<file path="config.mk">
export PLATFORM = sky130hd
export DESIGN_NAME = lics_top
export DESIGN_NICKNAME = d
export VERILOG_FILES = /design/src/rtl/lics_pkg.sv /design/src/rtl/lics_top.sv
export SDC_FILE = /design/constraint.sdc
export NUM_CORES = 1
export LEC_CHECK = 0
export ABC_CLOCK_PERIOD_IN_PS = 4050
export BUFFER_PORTS_ARGS = -buffer_cell sky130_fd_sc_hd__buf_4
export CAP_MARGIN = 15
export CORE_MARGIN = 1.5
export CORE_UTILIZATION = 45
export CTS_CLUSTER_DIAMETER = 120
export CTS_CLUSTER_SIZE = 10
export DETAILED_ROUTE_END_ITERATION = 16
export MAX_ROUTING_LAYER = met4
export PLACE_DENSITY = 0.66
export SYNTH_ARGS = -nofsm -noshare
export SYNTH_HDL_FRONTEND = slang
export SYNTH_SLANG_ARGS = --single-unit
</file>
<file path="constraint.sdc">
create_clock -name clk_i -period 4.05 [get_ports clk_i]
set_clock_uncertainty 0.2 [all_clocks]
set_input_delay 0.6075 -clock clk_i [delete_from_list [all_inputs] [get_ports clk_i]]
set_output_delay 0.6075 -clock clk_i [all_outputs]
set_load 0.005 [all_outputs]
</file>
<file path="src/rtl/lics_pkg.sv">
// Purpose: shared constants and types for the li-ion charge sequencer
// Assumes: 200 MHz system clock, comparator flags arrive as asynchronous levels
// Notes:   timer ticks are 1 ms enable pulses from a divider
package lics_pkg;

  // ----------------------------------------------------------------
  // clock and timebase
  // ----------------------------------------------------------------
  localparam int CLK_FREQ_HZ     = 200_000_000;
  localparam int TICK_TIME_US    = 1000;
  localparam int TICK_CYCLES_DEF = TICK_TIME_US * (CLK_FREQ_HZ / 1_000_000);
  localparam int FULL_TIME_S     = 10800;
  localparam int FULL_TICKS_DEF  = FULL_TIME_S * (1_000_000 / TICK_TIME_US);
  localparam int TMR_W           = 24;

  // ----------------------------------------------------------------
  // register map (byte addresses) and reset values
  // ----------------------------------------------------------------
  localparam logic [7:0]  ADDR_CTRL    = 8'h00;
  localparam logic [7:0]  ADDR_STATUS  = 8'h04;
  localparam logic [7:0]  ADDR_ELAPSED = 8'h08;
  localparam logic [7:0]  ADDR_LIMIT   = 8'h0c;
  localparam int          CTRL_EN_BIT  = 0;
  localparam int          CTRL_RST_BIT = 1;
  localparam logic        CTRL_EN_RST  = 1'b1;
  localparam logic [7:0]  RATIO_FULL   = 8'hff;

  // ----------------------------------------------------------------
  // types
  // ----------------------------------------------------------------
  typedef enum logic [2:0] {
    LICS_OFF     = 3'b000,
    LICS_TRICKLE = 3'b001,
    LICS_FAST    = 3'b010,
    LICS_DONE    = 3'b011,
    LICS_DEFECT  = 3'b100
  } lics_state_t;

  typedef struct packed {
    logic out_lockout_ok;    // output above undervoltage_lockout level
    logic out_headroom;      // output at least 100mV above battery_node
    logic out_gt_batt_50;    // output above battery_node by 50mV
    logic batt_gt_out;       // battery_node above output
    logic in_lockout_ok;     // input above its lockout level
    logic out_gt_in;         // output above input
    logic out_below_in_50;   // output 50mV below input
    logic batt_low;          // battery_node below 2.8V
    logic batt_below_rchg;   // battery_node below recharge threshold
    logic cur_below_10;      // charge current below 10% of set value
    logic cv_mode;           // regulation loop in constant voltage
    logic suspend_request;   // suspend pin above 1.2V
    logic timer_disable;     // timer pin held at ground
  } lics_flags_t;

  localparam int FLAG_W = $bits(lics_flags_t);

endpackage

</file>
<file path="src/rtl/lics_top.sv">
// Purpose: charge sequencer: trickle, fast and float phases, timer, status and lockouts
// Assumes: comparator flags are asynchronous; cc_ratio_i is from logic on clk_i
// Notes:   analog regulation loops sit outside; this block only steers them
//
// The address map and the Wishbone slave port were decided locally.
`timescale 1ns/1ps

module lics_top #(
  parameter int TICK_CYCLES = lics_pkg::TICK_CYCLES_DEF,
  parameter int FULL_TICKS  = lics_pkg::FULL_TICKS_DEF,
  parameter bit UV_REDUCE   = 1'b1
) (
  // clock and reset
  input  wire logic                 clk_i,
  input  wire logic                 rst_i,
  // wishbone slave
  input  wire logic [7:0]           wb_adr_i,
  input  wire logic [31:0]          wb_dat_i,
  input  wire logic [3:0]           wb_sel_i,
  input  wire logic                 wb_we_i,
  input  wire logic                 wb_cyc_i,
  input  wire logic                 wb_stb_i,
  output logic [31:0]               wb_dat_o,
  output logic                      wb_ack_o,
  // comparator flags and delivered current fraction
  input  wire lics_pkg::lics_flags_t flags_i,
  input  wire logic [7:0]           cc_ratio_i,
  // charger controls
  output logic                      charge_en_o,
  output logic                      trickle_o,
  output logic                      uv_reduce_en_o,
  output logic                      in_path_en_o,
  output logic                      low_power_o,
  output logic                      ideal_diode_en_o,
  // status
  output logic                      charge_status_n_o,
  output logic                      charge_status_oe_o,
  output logic                      eoc_o,
  output logic                      defective_o
);
  import lics_pkg::*;

  // ----------------------------------------------------------------
  // parameter checks
  // ----------------------------------------------------------------
  generate
    if (TICK_CYCLES < 1 || FULL_TICKS < 4 || FULL_TICKS >= (1 << TMR_W)) begin : g_bad
      $error("lics_top: tick or timer length out of range");
    end
  endgenerate

  localparam logic [TMR_W-1:0] FULL_LIM = TMR_W'(FULL_TICKS);
  localparam logic [TMR_W-1:0] HALF_LIM = TMR_W'(FULL_TICKS / 2);
  localparam logic [31:0]      TICK_MAX = 32'(TICK_CYCLES - 1);

  // ----------------------------------------------------------------
  // flag synchroniser
  // ----------------------------------------------------------------
  logic [FLAG_W-1:0] sync1, sync2, sync3, flt;
  logic [FLAG_W-1:0] next_flt;
  lics_flags_t       f;

  always_comb begin
    // a bit moves only when stages two and three agree
    next_flt = (flt & (sync2 ^ sync3)) | (sync3 & ~(sync2 ^ sync3));
  end

  always_ff @(posedge clk_i) begin
    if (rst_i) begin
      sync1 <= '0;
      sync2 <= '0;
      sync3 <= '0;
      flt   <= '0;
    end else begin
      sync1 <= flags_i;
      sync2 <= sync1;
      sync3 <= sync2;
      flt   <= next_flt;
    end
  end

  assign f = lics_flags_t'(flt);

  // ----------------------------------------------------------------
  // tick divider
  // ----------------------------------------------------------------
  logic [31:0] div_cnt, next_div_cnt;
  logic        tick;

  always_comb begin
    next_div_cnt = (div_cnt == TICK_MAX) ? 32'h0 : div_cnt + 32'h1;
  end

  always_ff @(posedge clk_i) begin
    if (rst_i) div_cnt <= 32'h0;
    else       div_cnt <= next_div_cnt;
  end

  assign tick = (div_cnt == TICK_MAX);

  // ----------------------------------------------------------------
  // wishbone registers
  // ----------------------------------------------------------------
  logic        ctrl_en, next_ctrl_en;
  logic        sw_restart, next_sw_restart;
  logic        next_ack;
  logic [31:0] next_dat;
  lics_state_t state, next_state;
  logic [TMR_W-1:0] elapsed, next_elapsed, limit, next_limit;
  logic        eoc, next_eoc, defect, next_defect;

  always_comb begin
    next_ack        = wb_cyc_i & wb_stb_i & ~wb_ack_o;
    next_ctrl_en    = ctrl_en;
    next_sw_restart = 1'b0;
    next_dat        = 32'h0;
    if (next_ack) begin
      if (wb_we_i && wb_adr_i == ADDR_CTRL && wb_sel_i[0]) begin
        next_ctrl_en    = wb_dat_i[CTRL_EN_BIT];
        next_sw_restart = wb_dat_i[CTRL_RST_BIT];
      end
      if (!wb_we_i) begin
        case (wb_adr_i)
          ADDR_CTRL:    next_dat = {31'h0, ctrl_en};
          ADDR_STATUS:  next_dat = {14'h0, flt, defect, eoc, state};
          ADDR_ELAPSED: next_dat = {8'h0, elapsed};
          ADDR_LIMIT:   next_dat = {8'h0, limit};
          default:      next_dat = 32'h0;
        endcase
      end
    end
  end

  always_ff @(posedge clk_i) begin
    if (rst_i) begin
      wb_ack_o   <= 1'b0;
      wb_dat_o   <= 32'h0;
      ctrl_en    <= CTRL_EN_RST;
      sw_restart <= 1'b0;
    end else begin
      wb_ack_o   <= next_ack;
      wb_dat_o   <= next_dat;
      ctrl_en    <= next_ctrl_en;
      sw_restart <= next_sw_restart;
    end
  end

  // ----------------------------------------------------------------
  // lockout latches
  // ----------------------------------------------------------------
  logic in_rev_lock, next_in_rev_lock, chg_rev_lock, next_chg_rev_lock;

  always_comb begin
    next_in_rev_lock  = in_rev_lock;
    next_chg_rev_lock = chg_rev_lock;
    if (f.out_below_in_50) next_in_rev_lock = 1'b0;
    if (f.out_gt_in)       next_in_rev_lock = 1'b1;
    if (f.out_gt_batt_50)  next_chg_rev_lock = 1'b0;
    if (f.batt_gt_out)     next_chg_rev_lock = 1'b1;
  end

  always_ff @(posedge clk_i) begin
    if (rst_i) begin
      in_rev_lock  <= 1'b1;
      chg_rev_lock <= 1'b1;
    end else begin
      in_rev_lock  <= next_in_rev_lock;
      chg_rev_lock <= next_chg_rev_lock;
    end
  end

  // ----------------------------------------------------------------
  // sequencer and timer
  // ----------------------------------------------------------------
  logic       run_ok, run_prev, start_evt, advance, expired;
  logic [7:0] acc, next_acc, eff_ratio;
  logic [8:0] acc_sum;

  function automatic lics_state_t first_phase(input logic low);
    first_phase = low ? LICS_TRICKLE : LICS_FAST;
  endfunction

  // timer pin at ground and output lockout are shutdown
  assign run_ok    = f.out_lockout_ok & ~f.timer_disable & ctrl_en & ~chg_rev_lock;
  assign start_evt = run_ok & (~run_prev | sw_restart);
  assign expired   = (elapsed >= limit);
  // taper in float keeps full speed; only fast phase scales
  assign eff_ratio = (state == LICS_FAST && !f.cv_mode) ? cc_ratio_i : RATIO_FULL;
  assign acc_sum   = {1'b0, acc} + {1'b0, eff_ratio};
  assign advance   = tick & ((eff_ratio == RATIO_FULL) | acc_sum[8]);

  always_comb begin
    next_state   = state;
    next_elapsed = elapsed;
    next_limit   = limit;
    next_eoc     = eoc;
    next_defect  = defect;
    next_acc     = (tick && eff_ratio != RATIO_FULL) ? acc_sum[7:0] : acc;
    if (!run_ok) begin
      next_state   = LICS_OFF;
      next_elapsed = '0;
    end else if (start_evt) begin
      next_eoc     = 1'b0;
      next_defect  = 1'b0;
      next_elapsed = '0;
      next_acc     = 8'h0;
      next_limit   = FULL_LIM;
      next_state   = f.batt_below_rchg ? first_phase(f.batt_low) : LICS_DONE;
    end else begin
      case (state)
        LICS_TRICKLE: begin
          if (advance && !expired) next_elapsed = elapsed + 1'b1;
          if (elapsed >= (limit >> 2)) begin
            next_state  = LICS_DEFECT;
            next_defect = 1'b1;
          end else if (!f.batt_low) begin
            next_state = LICS_FAST;
          end
        end
        LICS_FAST: begin
          if (advance && !expired) next_elapsed = elapsed + 1'b1;
          if (expired) begin
            next_elapsed = '0;
            if (f.batt_below_rchg) begin
              next_limit = HALF_LIM;
              next_eoc   = 1'b0;
              next_state = first_phase(f.batt_low);
            end else begin
              next_state = LICS_DONE;
            end
          end
          // set wins over a same-cycle recharge clear
          if (f.cv_mode && f.cur_below_10) next_eoc = 1'b1;
        end
        LICS_DONE: begin
          if (f.batt_below_rchg) begin
            next_limit   = HALF_LIM;
            next_elapsed = '0;
            next_eoc     = 1'b0;
            next_state   = first_phase(f.batt_low);
          end
        end
        LICS_DEFECT: begin
          if (!f.batt_low) begin
            next_defect  = 1'b0;
            next_elapsed = '0;
            next_limit   = FULL_LIM;
            next_state   = LICS_FAST;
          end
        end
        default: next_state = LICS_OFF;
      endcase
    end
  end

  always_ff @(posedge clk_i) begin
    if (rst_i) begin
      state    <= LICS_OFF;
      elapsed  <= '0;
      limit    <= '0;
      eoc      <= 1'b0;
      defect   <= 1'b0;
      acc      <= 8'h0;
      run_prev <= 1'b0;
    end else begin
      state    <= next_state;
      elapsed  <= next_elapsed;
      limit    <= next_limit;
      eoc      <= next_eoc;
      defect   <= next_defect;
      acc      <= next_acc;
      run_prev <= run_ok;
    end
  end

  // ----------------------------------------------------------------
  // output registers
  // ----------------------------------------------------------------
  logic charging;
  logic next_charge_en, next_trickle, next_uvr, next_in_path, next_low_power;
  logic next_diode, next_status_oe;

  assign charging = (state == LICS_TRICKLE) || (state == LICS_FAST);

  always_comb begin
    next_charge_en = charging & run_ok & f.out_headroom;
    next_trickle   = (state == LICS_TRICKLE);
    next_uvr       = UV_REDUCE & charging;
    // suspend only touches the input side
    next_in_path   = f.in_lockout_ok & ~in_rev_lock & ~f.suspend_request;
    next_low_power = f.suspend_request;
    next_diode     = f.batt_gt_out & ~f.batt_low;
    next_status_oe = charging & ~eoc;
  end

  always_ff @(posedge clk_i) begin
    if (rst_i) begin
      charge_en_o        <= 1'b0;
      trickle_o          <= 1'b0;
      uv_reduce_en_o     <= 1'b0;
      in_path_en_o       <= 1'b0;
      low_power_o        <= 1'b0;
      ideal_diode_en_o   <= 1'b0;
      charge_status_oe_o <= 1'b0;
      charge_status_n_o  <= 1'b0;
      eoc_o              <= 1'b0;
      defective_o        <= 1'b0;
    end else begin
      charge_en_o        <= next_charge_en;
      trickle_o          <= next_trickle;
      uv_reduce_en_o     <= next_uvr;
      in_path_en_o       <= next_in_path;
      low_power_o        <= next_low_power;
      ideal_diode_en_o   <= next_diode;
      charge_status_oe_o <= next_status_oe;
      charge_status_n_o  <= 1'b0;
      eoc_o              <= eoc;
      defective_o        <= defect;
    end
  end
endmodule

</file>
* Word level (Yosys, flattened, before mapping)
Cells that the tools add are included.
** Cells by class
- Add/subtract/negate cells :: 3
- Order comparisons :: 2
- Equal/unequal tests :: 17
- Multiplexer cells :: 32
- Bitwise operators :: 31
- Reduce and logical (&&, ||, !) cells :: 27
** Operators with widths (count)
- $mux 24 :: 8
- $pmux 24 s4 :: 2
- $pmux 24 s3 :: 1
- $add 32x1->32 const B :: 1
- $eq 32x18->1 const B :: 1
- $mux 8 :: 4
- $and 13x13->13 :: 2
- $add 24x1->24 const B :: 1
- $ge 24x22->1 :: 1
- $ge 24x24->1 :: 1
- $eq 8x4->1 const B :: 2
- $mux 3 :: 5
- $and 1x1->1 :: 13
- $not 13->13 :: 1
- $or 13x13->13 :: 1
- $xor 13x13->13 :: 1
- $pmux 3 s4 :: 1
- $not 1->1 :: 11
- $add 8x8->9 :: 1
- $ne 3x3->1 const B :: 3
- $reduce_or 3->1 :: 3
- $eq 8x3->1 const B :: 1
- $eq 8x8->1 const B :: 1
- $logic_not 8->1 :: 1
- other kinds (20) :: 45
** Storage, ports and cells
- Bits in registers :: 192
- Output and inout bits :: 43

* Depth between registers and ports, before layout
- Word-level depth :: 10
- Depth in mapped cells :: 13

* Worst setup path before layout
Ideal clock, no wire load.
- Kind :: flip-flop to flip-flop
- Start :: register state[0]
- End :: register elapsed[19]
- Library setup time :: 0.128 ns
- Arrival :: 2.842 ns
- Path slack :: 0.880 ns
- Cell stages (with the launch flop) :: 14
- Buffers on the path :: 2
- Path through :: dfxtp_1 -> clkbuf_1 -> nor4b_2 -> nand2b_1 -> ha_1 -> fa_1 -> a211oi_1 -> o21ai_1 -> o211ai_1 -> a21oi_1 -> clkbuf_1 -> nand4_1 -> xor2_1 -> nor2_1
** On the way
- Longest elaborated chain between the ends :: 10
- Elaborated cells on any way between the ends :: 18
- Classes of those cells :: 1 x add/sub; 7 x eq/ne; 4 x mux; 2 x bitwise; 4 x reduce/logical
** RTL lines
- from (decl) :: RTL line lics_top.sv:108 : lics_state_t state, next_state;
- from (signal assigned) :: RTL line lics_top.sv:266 : state <= next_state;
- $eq 3x2->1 :: RTL line lics_top.sv:188, lics_top.sv:210
- $logic_and 1x1->1 :: RTL line lics_top.sv:188 : assign eff_ratio = (state == LICS_FAST && !f.cv_mode) ? cc_ratio_i : RATIO_FULL;
- $mux 8 :: RTL line lics_top.sv:188
- $add 8x8->9 or $eq 8x8->1 (tied branches) :: RTL line lics_top.sv:189, lics_top.sv:190
- $or 1x1->1 :: RTL line lics_top.sv:190 : assign advance = tick & ((eff_ratio == RATIO_FULL) | acc_sum[8]);
- $and 1x1->1 :: RTL line lics_top.sv:190
- $logic_and 1x1->1 :: RTL line lics_top.sv:212, lics_top.sv:221
- $mux 24 (2 in a row)
- $pmux 24 s4 :: RTL line lics_top.sv:210 : case (state)
- to (signal assigned) :: RTL line lics_top.sv:267 : elapsed <= next_elapsed;
- to (decl) :: RTL line lics_top.sv:109 : logic [TMR_W-1:0] elapsed, next_elapsed, limit, next_limit;
Parallel ways exist; a longest one is shown, timed or not.
A chain may end at the register's enable or synchronous reset.

* Worst setup path after layout
- Start :: register limit[22]
- End :: register elapsed[23]
** On the way
- Longest elaborated chain between the ends :: 6
** RTL lines
- from (decl) :: RTL line lics_top.sv:109
- from (signal assigned) :: RTL line lics_top.sv:268 : limit <= next_limit;
- $ge 24x24->1 (*) :: RTL line lics_top.sv:186 : assign expired = (elapsed >= limit);
- $logic_not 1->1 :: RTL line lics_top.sv:212, lics_top.sv:221
- $logic_and 1x1->1 :: RTL line lics_top.sv:212, lics_top.sv:221
- $mux 24
- $mux 24 :: RTL line lics_top.sv:222 : if (expired) begin
- $pmux 24 s4 (*) :: RTL line lics_top.sv:210
Mark *: on every way between the ends. The rest lies on a longest branch, timed or not.

==> results_tabular.tex <==
\begin{tabular}{lr}
\hline
Metric & Value \\
\hline
\multicolumn{2}{l}{\textbf{Timing}} \\
Minimum clock period & between 3000 and 4000 ps \\
Setup TNS after final layout & 0 ps \\
Number of max-slew violations in the final report & 0 \\
Final period utilization & 0.897 \\
Transition time at the pin with the least slew margin & 870 ps \\
Endpoints failing hold & 0 \\
Setup WS post-layout & a little over 400 ps \\
Worst relative slew slack & 0.420 \\
RSZ-0062 raised after global routing & false \\
Final setup vio count & 0 \\
Upper clock frequency limit & 0.275 GHz \\
\multicolumn{2}{l}{\textbf{GRT}} \\
Gr ovfl total & 0 \\
Maximum number of pins on one net before global-route repair & 73 \\
Aggregate global-route resource usage & 0.198 \\
Antenna violations before repair & 0 \\
Vias in the first global route & 5447 \\
Global-route wire length before repair & 26600 µm \\
\multicolumn{2}{l}{\textbf{Setup path}} \\
End of the worst register-to-register path & elapsed[23] \\
Startpoint type of the worst setup path & flop \\
WS Path Type & flop to flop \\
R2R Setup Slk & 420 ps \\
Number of cell instances on the worst register-to-register path & 9 \\
Highest fanout seen on the critical path & 9 \\
Cell-by-cell listing of the critical path & inv\_1 > ha\_1 > o21a\_1 > a221oi\_1 > o211ai\_1 > a21oi\_1 > nand4\_1 > or3\_1 > a21oi\_1 \\
Type of destination of the critical path & flop \\
Reg-to-reg startpoint & limit[22] \\
Crit-path max cell delay & 560 ps \\
Number of buffer and inverter stages on the critical path & 1 \\
Delay-heaviest family, CP & compound AO/OA/AOI/OAI gates \\
Arrival @ worst endpoint & about 3800 ps \\
Slowest stage cell, crit path & sky130\_fd\_sc\_hd\_\_dfxtp\_1 \\
Most common cell on crit path & sky130\_fd\_sc\_hd\_\_a21oi\_1 \\
Critical Path RT & around 4200 ps \\
\multicolumn{2}{l}{\textbf{Yosys}} \\
Number of flops mapped to enable cells by yosys & 0 \\
Netlist area before placement & 0.00740 mm² \\
Ys flop type & sky130\_fd\_sc\_hd\_\_dfxtp\_1 \\
Register bit count reported by yosys & around 160 \\
Sequential fraction of the synthesis area & 0.441 \\
Post-synthesis area per instance & 8.94 µm² \\
Number of unique standard cell types used by synthesis & 65 \\
Instance count of the mapped netlist & 828 \\
Cell accounting for the most synthesized area & sky130\_fd\_sc\_hd\_\_dfxtp\_1 \\
Synth warnings & 0 \\
Share of synthesized flip-flops with an asynchronous set or reset & 0 \\
Synth area leaders & sky130\_fd\_sc\_hd\_\_dfxtp\_1, sky130\_fd\_sc\_hd\_\_ha\_1, sky130\_fd\_sc\_hd\_\_nor2\_1, sky130\_fd\_sc\_hd\_\_xor2\_1, sky130\_fd\_sc\_hd\_\_nor2b\_1 \\
Synth top area share & 0.441 \\
\multicolumn{2}{l}{\textbf{Die}} \\
Overall die width & 131 µm \\
Height of the die & 131 µm \\
Count of pins on the block boundary & 113 \\
Row count & 46 \\
Initial Utilization & 0.463 \\
Placeable core region & 0.0160 mm² \\
Die area & 0.0172 mm² \\
\multicolumn{2}{l}{\textbf{Route}} \\
Average wire per standard cell & 14.6 µm \\
First drt pass iteration count & 9 \\
Overall routed net length & between 15000 and 20000 µm \\
Average vias per placed instance & 5.32 \\
DRC errors left & 0 \\
Count of antenna-violating nets left after detailed routing & 0 \\
Via count & 5974 \\
First-iteration detailed-routing DRC count & 604 \\
\multicolumn{2}{l}{\textbf{Final layout}} \\
Total inserted antenna cells & 0 \\
Area growth from synthesis to layout & 17.6\% \\
Final net count & 1003 \\
Non-Filler Instances & 1123 \\
Fraction of final layout cells with drive strength greater than 1 & 0.136 \\
\multicolumn{2}{l}{\textbf{Placed design}} \\
IO Port Bufs & 70 \\
Pre-CTS setup slack & 479 ps \\
Total placed cells including tap cells & 1091 \\
Global placement routability congestion & between 0.8 and 0.9 \\
Post-detailed-placement half-perimeter wirelength & 11600 µm \\
\multicolumn{2}{l}{\textbf{CTS}} \\
Post-CTS setup repair buffer count & 0 \\
\# clock sinks & 163 \\
TritonCTS clock tree & done \\
Clock network latency to the later pin of the worst-skew pair & between 400 and 500 ps \\
Inserted Clock Buffers & 17 \\
Max H-tree Level & 4 \\
Clk buf depth & 2 \\
Clock transition at the registers of the reported paths & 70 ps \\
Total of cells resized after clock tree synthesis & 0 \\
Count of hold buffers inserted by post-cts repair & 0 \\
Root buffer selected by CTS & sky130\_fd\_sc\_hd\_\_clkbuf\_16 \\
\multicolumn{2}{l}{\textbf{Min path}} \\
Critical hold path startpoint & flags\_i[10] \\
Cell count of the worst hold path & 2 \\
WHS Endpoint & sync1[10] \\
Hold Path Class & input pin to flop \\
\multicolumn{2}{l}{\textbf{Power and ir drop}} \\
Portion of total power attributed to sequential cells & 0.498 \\
Sw Ratio & 0.236 \\
Logic gate share of total power & 0.022 \\
PnR Total Power & 3.27 mW \\
Leakage dissipation & 3.32 nW \\
PD cells & 376 mW/mm² \\
Peak supply drop & 0.341 mV \\
Cell-internal power & approximately 2.5 mW \\
Part of the power in the clock network & 0.480 \\
Net Sw Power & slightly below 800 µW \\
\multicolumn{2}{l}{\textbf{Run}} \\
Number of max-capacitance violations reported & 0 \\
\multicolumn{2}{l}{\textbf{Outcome}} \\
Outcome & complete, no violations \\
\hline
\end{tabular}
==> cell families (layout without fill, tap and decap cells) <==
| group | count (synthesis) | in the layout | synth area share |
|---|---|---|---|
| AO/OA/AOI/OAI | 127 | 127 | 0.114 |
| XOR/XNOR | 57 | 57 | 0.0675 |
| adder cells (fa/ha/maj) | 39 | 39 | 0.0669 |
| buffers and inverters | 65 | 136 | 0.0397 |
| flip-flops | 163 | 163 | 0.441 |
| multiplexers | 7 | 7 | 0.00947 |
| other | 1 | 9 | 0.000507 |
| AND/OR/NAND/NOR | 369 | 369 | 0.261 |
==> worst max-delay path by stage <==
stage,start,end,cells after the start
4_1_cts,limit[22],elapsed[23],9
3_5_place_dp,limit[22],elapsed[23],9
3_3_place_gp,state[1],elapsed[23],11
2_1_floorplan,state[0],elapsed[19],13
5_1_grt,limit[22],elapsed[23],9
6_report,limit[22],elapsed[23],9
==> Yosys cell counts (22+ instances only) <==
cell / instances
sky130_fd_sc_hd__xor2_1: 35
sky130_fd_sc_hd__nor2b_1: 48
sky130_fd_sc_hd__ha_1: 38
sky130_fd_sc_hd__xnor2_1: 22
sky130_fd_sc_hd__nand3_1: 24
sky130_fd_sc_hd__nor2_1: 117
sky130_fd_sc_hd__o21ai_0: 23
sky130_fd_sc_hd__a21oi_1: 37
sky130_fd_sc_hd__clkbuf_1: 30
sky130_fd_sc_hd__nand4_1: 32
sky130_fd_sc_hd__dfxtp_1: 163
sky130_fd_sc_hd__nand2_1: 51
==> stage by stage <==
stage	instance area [µm²]	util	hold slack, ps
2_1_floorplan	7430	-	200
3_3_place_gp	8110	0.507	216
3_5_place_dp	8110	0.507	220
4_1_cts	8710	0.544	167
5_1_grt	8710	0.544	169
6_report	8710	0.544	180
==> placed cells by master, fill, tap and decap left out, types with 18 or more instances in the layout <==
cell type                 synthesis  layout
sky130_fd_sc_hd__inv_1           21      21
sky130_fd_sc_hd__buf_4            9      82
sky130_fd_sc_hd__xnor2_1         22      22
sky130_fd_sc_hd__dfxtp_1        163     163
sky130_fd_sc_hd__nand3_1         24      24
sky130_fd_sc_hd__xor2_1          35      35
sky130_fd_sc_hd__a21oi_1         37      37
sky130_fd_sc_hd__ha_1            38      38
sky130_fd_sc_hd__nand2_1         51      51
sky130_fd_sc_hd__nor2b_1         48      48
sky130_fd_sc_hd__nand4_1         32      32
sky130_fd_sc_hd__nor2_1         117     117
sky130_fd_sc_hd__o21ai_0         23      23
sky130_fd_sc_hd__and3_1          18      18
==> flip-flops by register name, summed over array words and instances, names as in the netlist, 3 cells and up, named ones only <==
| signal | flops |
|---|---|
| div_cnt | 32 |
| elapsed | 24 |
| wb_dat_o | 24 |
| sync1 | 13 |
| sync2 | 13 |
| sync3 | 13 |
| acc | 8 |
| limit | 3 |
| state | 3 |
==> metal layers <==
metal  global-route usage  up-vias  wire [µm]
li1                     -     3035          -
met2                0.306      150       7500
met4               0.0630        0        221
met5                    -        -          0
met1                0.253     2771       7690
met3               0.0494       18        955
==> final cells by class <==
| cell class | count | area [µm²] |
|---|---|---|
| flip-flops and latches | 163 | 3260 |
| multi-input cells | 608 | 3880 |
| repair buffers | 82 | 616 |
| fillers | 1499 | 7290 |
| inverters | 22 | 82.6 |
| well taps | 216 | 270 |
| clock buffers | 18 | 439 |
| clock inverters | 14 | 155 |
==> power by group through the flow <==
stage,Sequential (mW),Clock [mW],Combinational [mW]
finish,1.63,1.57,0.0721
global route,1.63,1.68,0.0804
CTS,1.63,1.60,0.0731
detailed placement,1.67,0,0.0729
global placement,1.67,0,0.0716
floorplan,1.66,0,0.0442
Note: power is estimated with default switching activity, not from simulation.
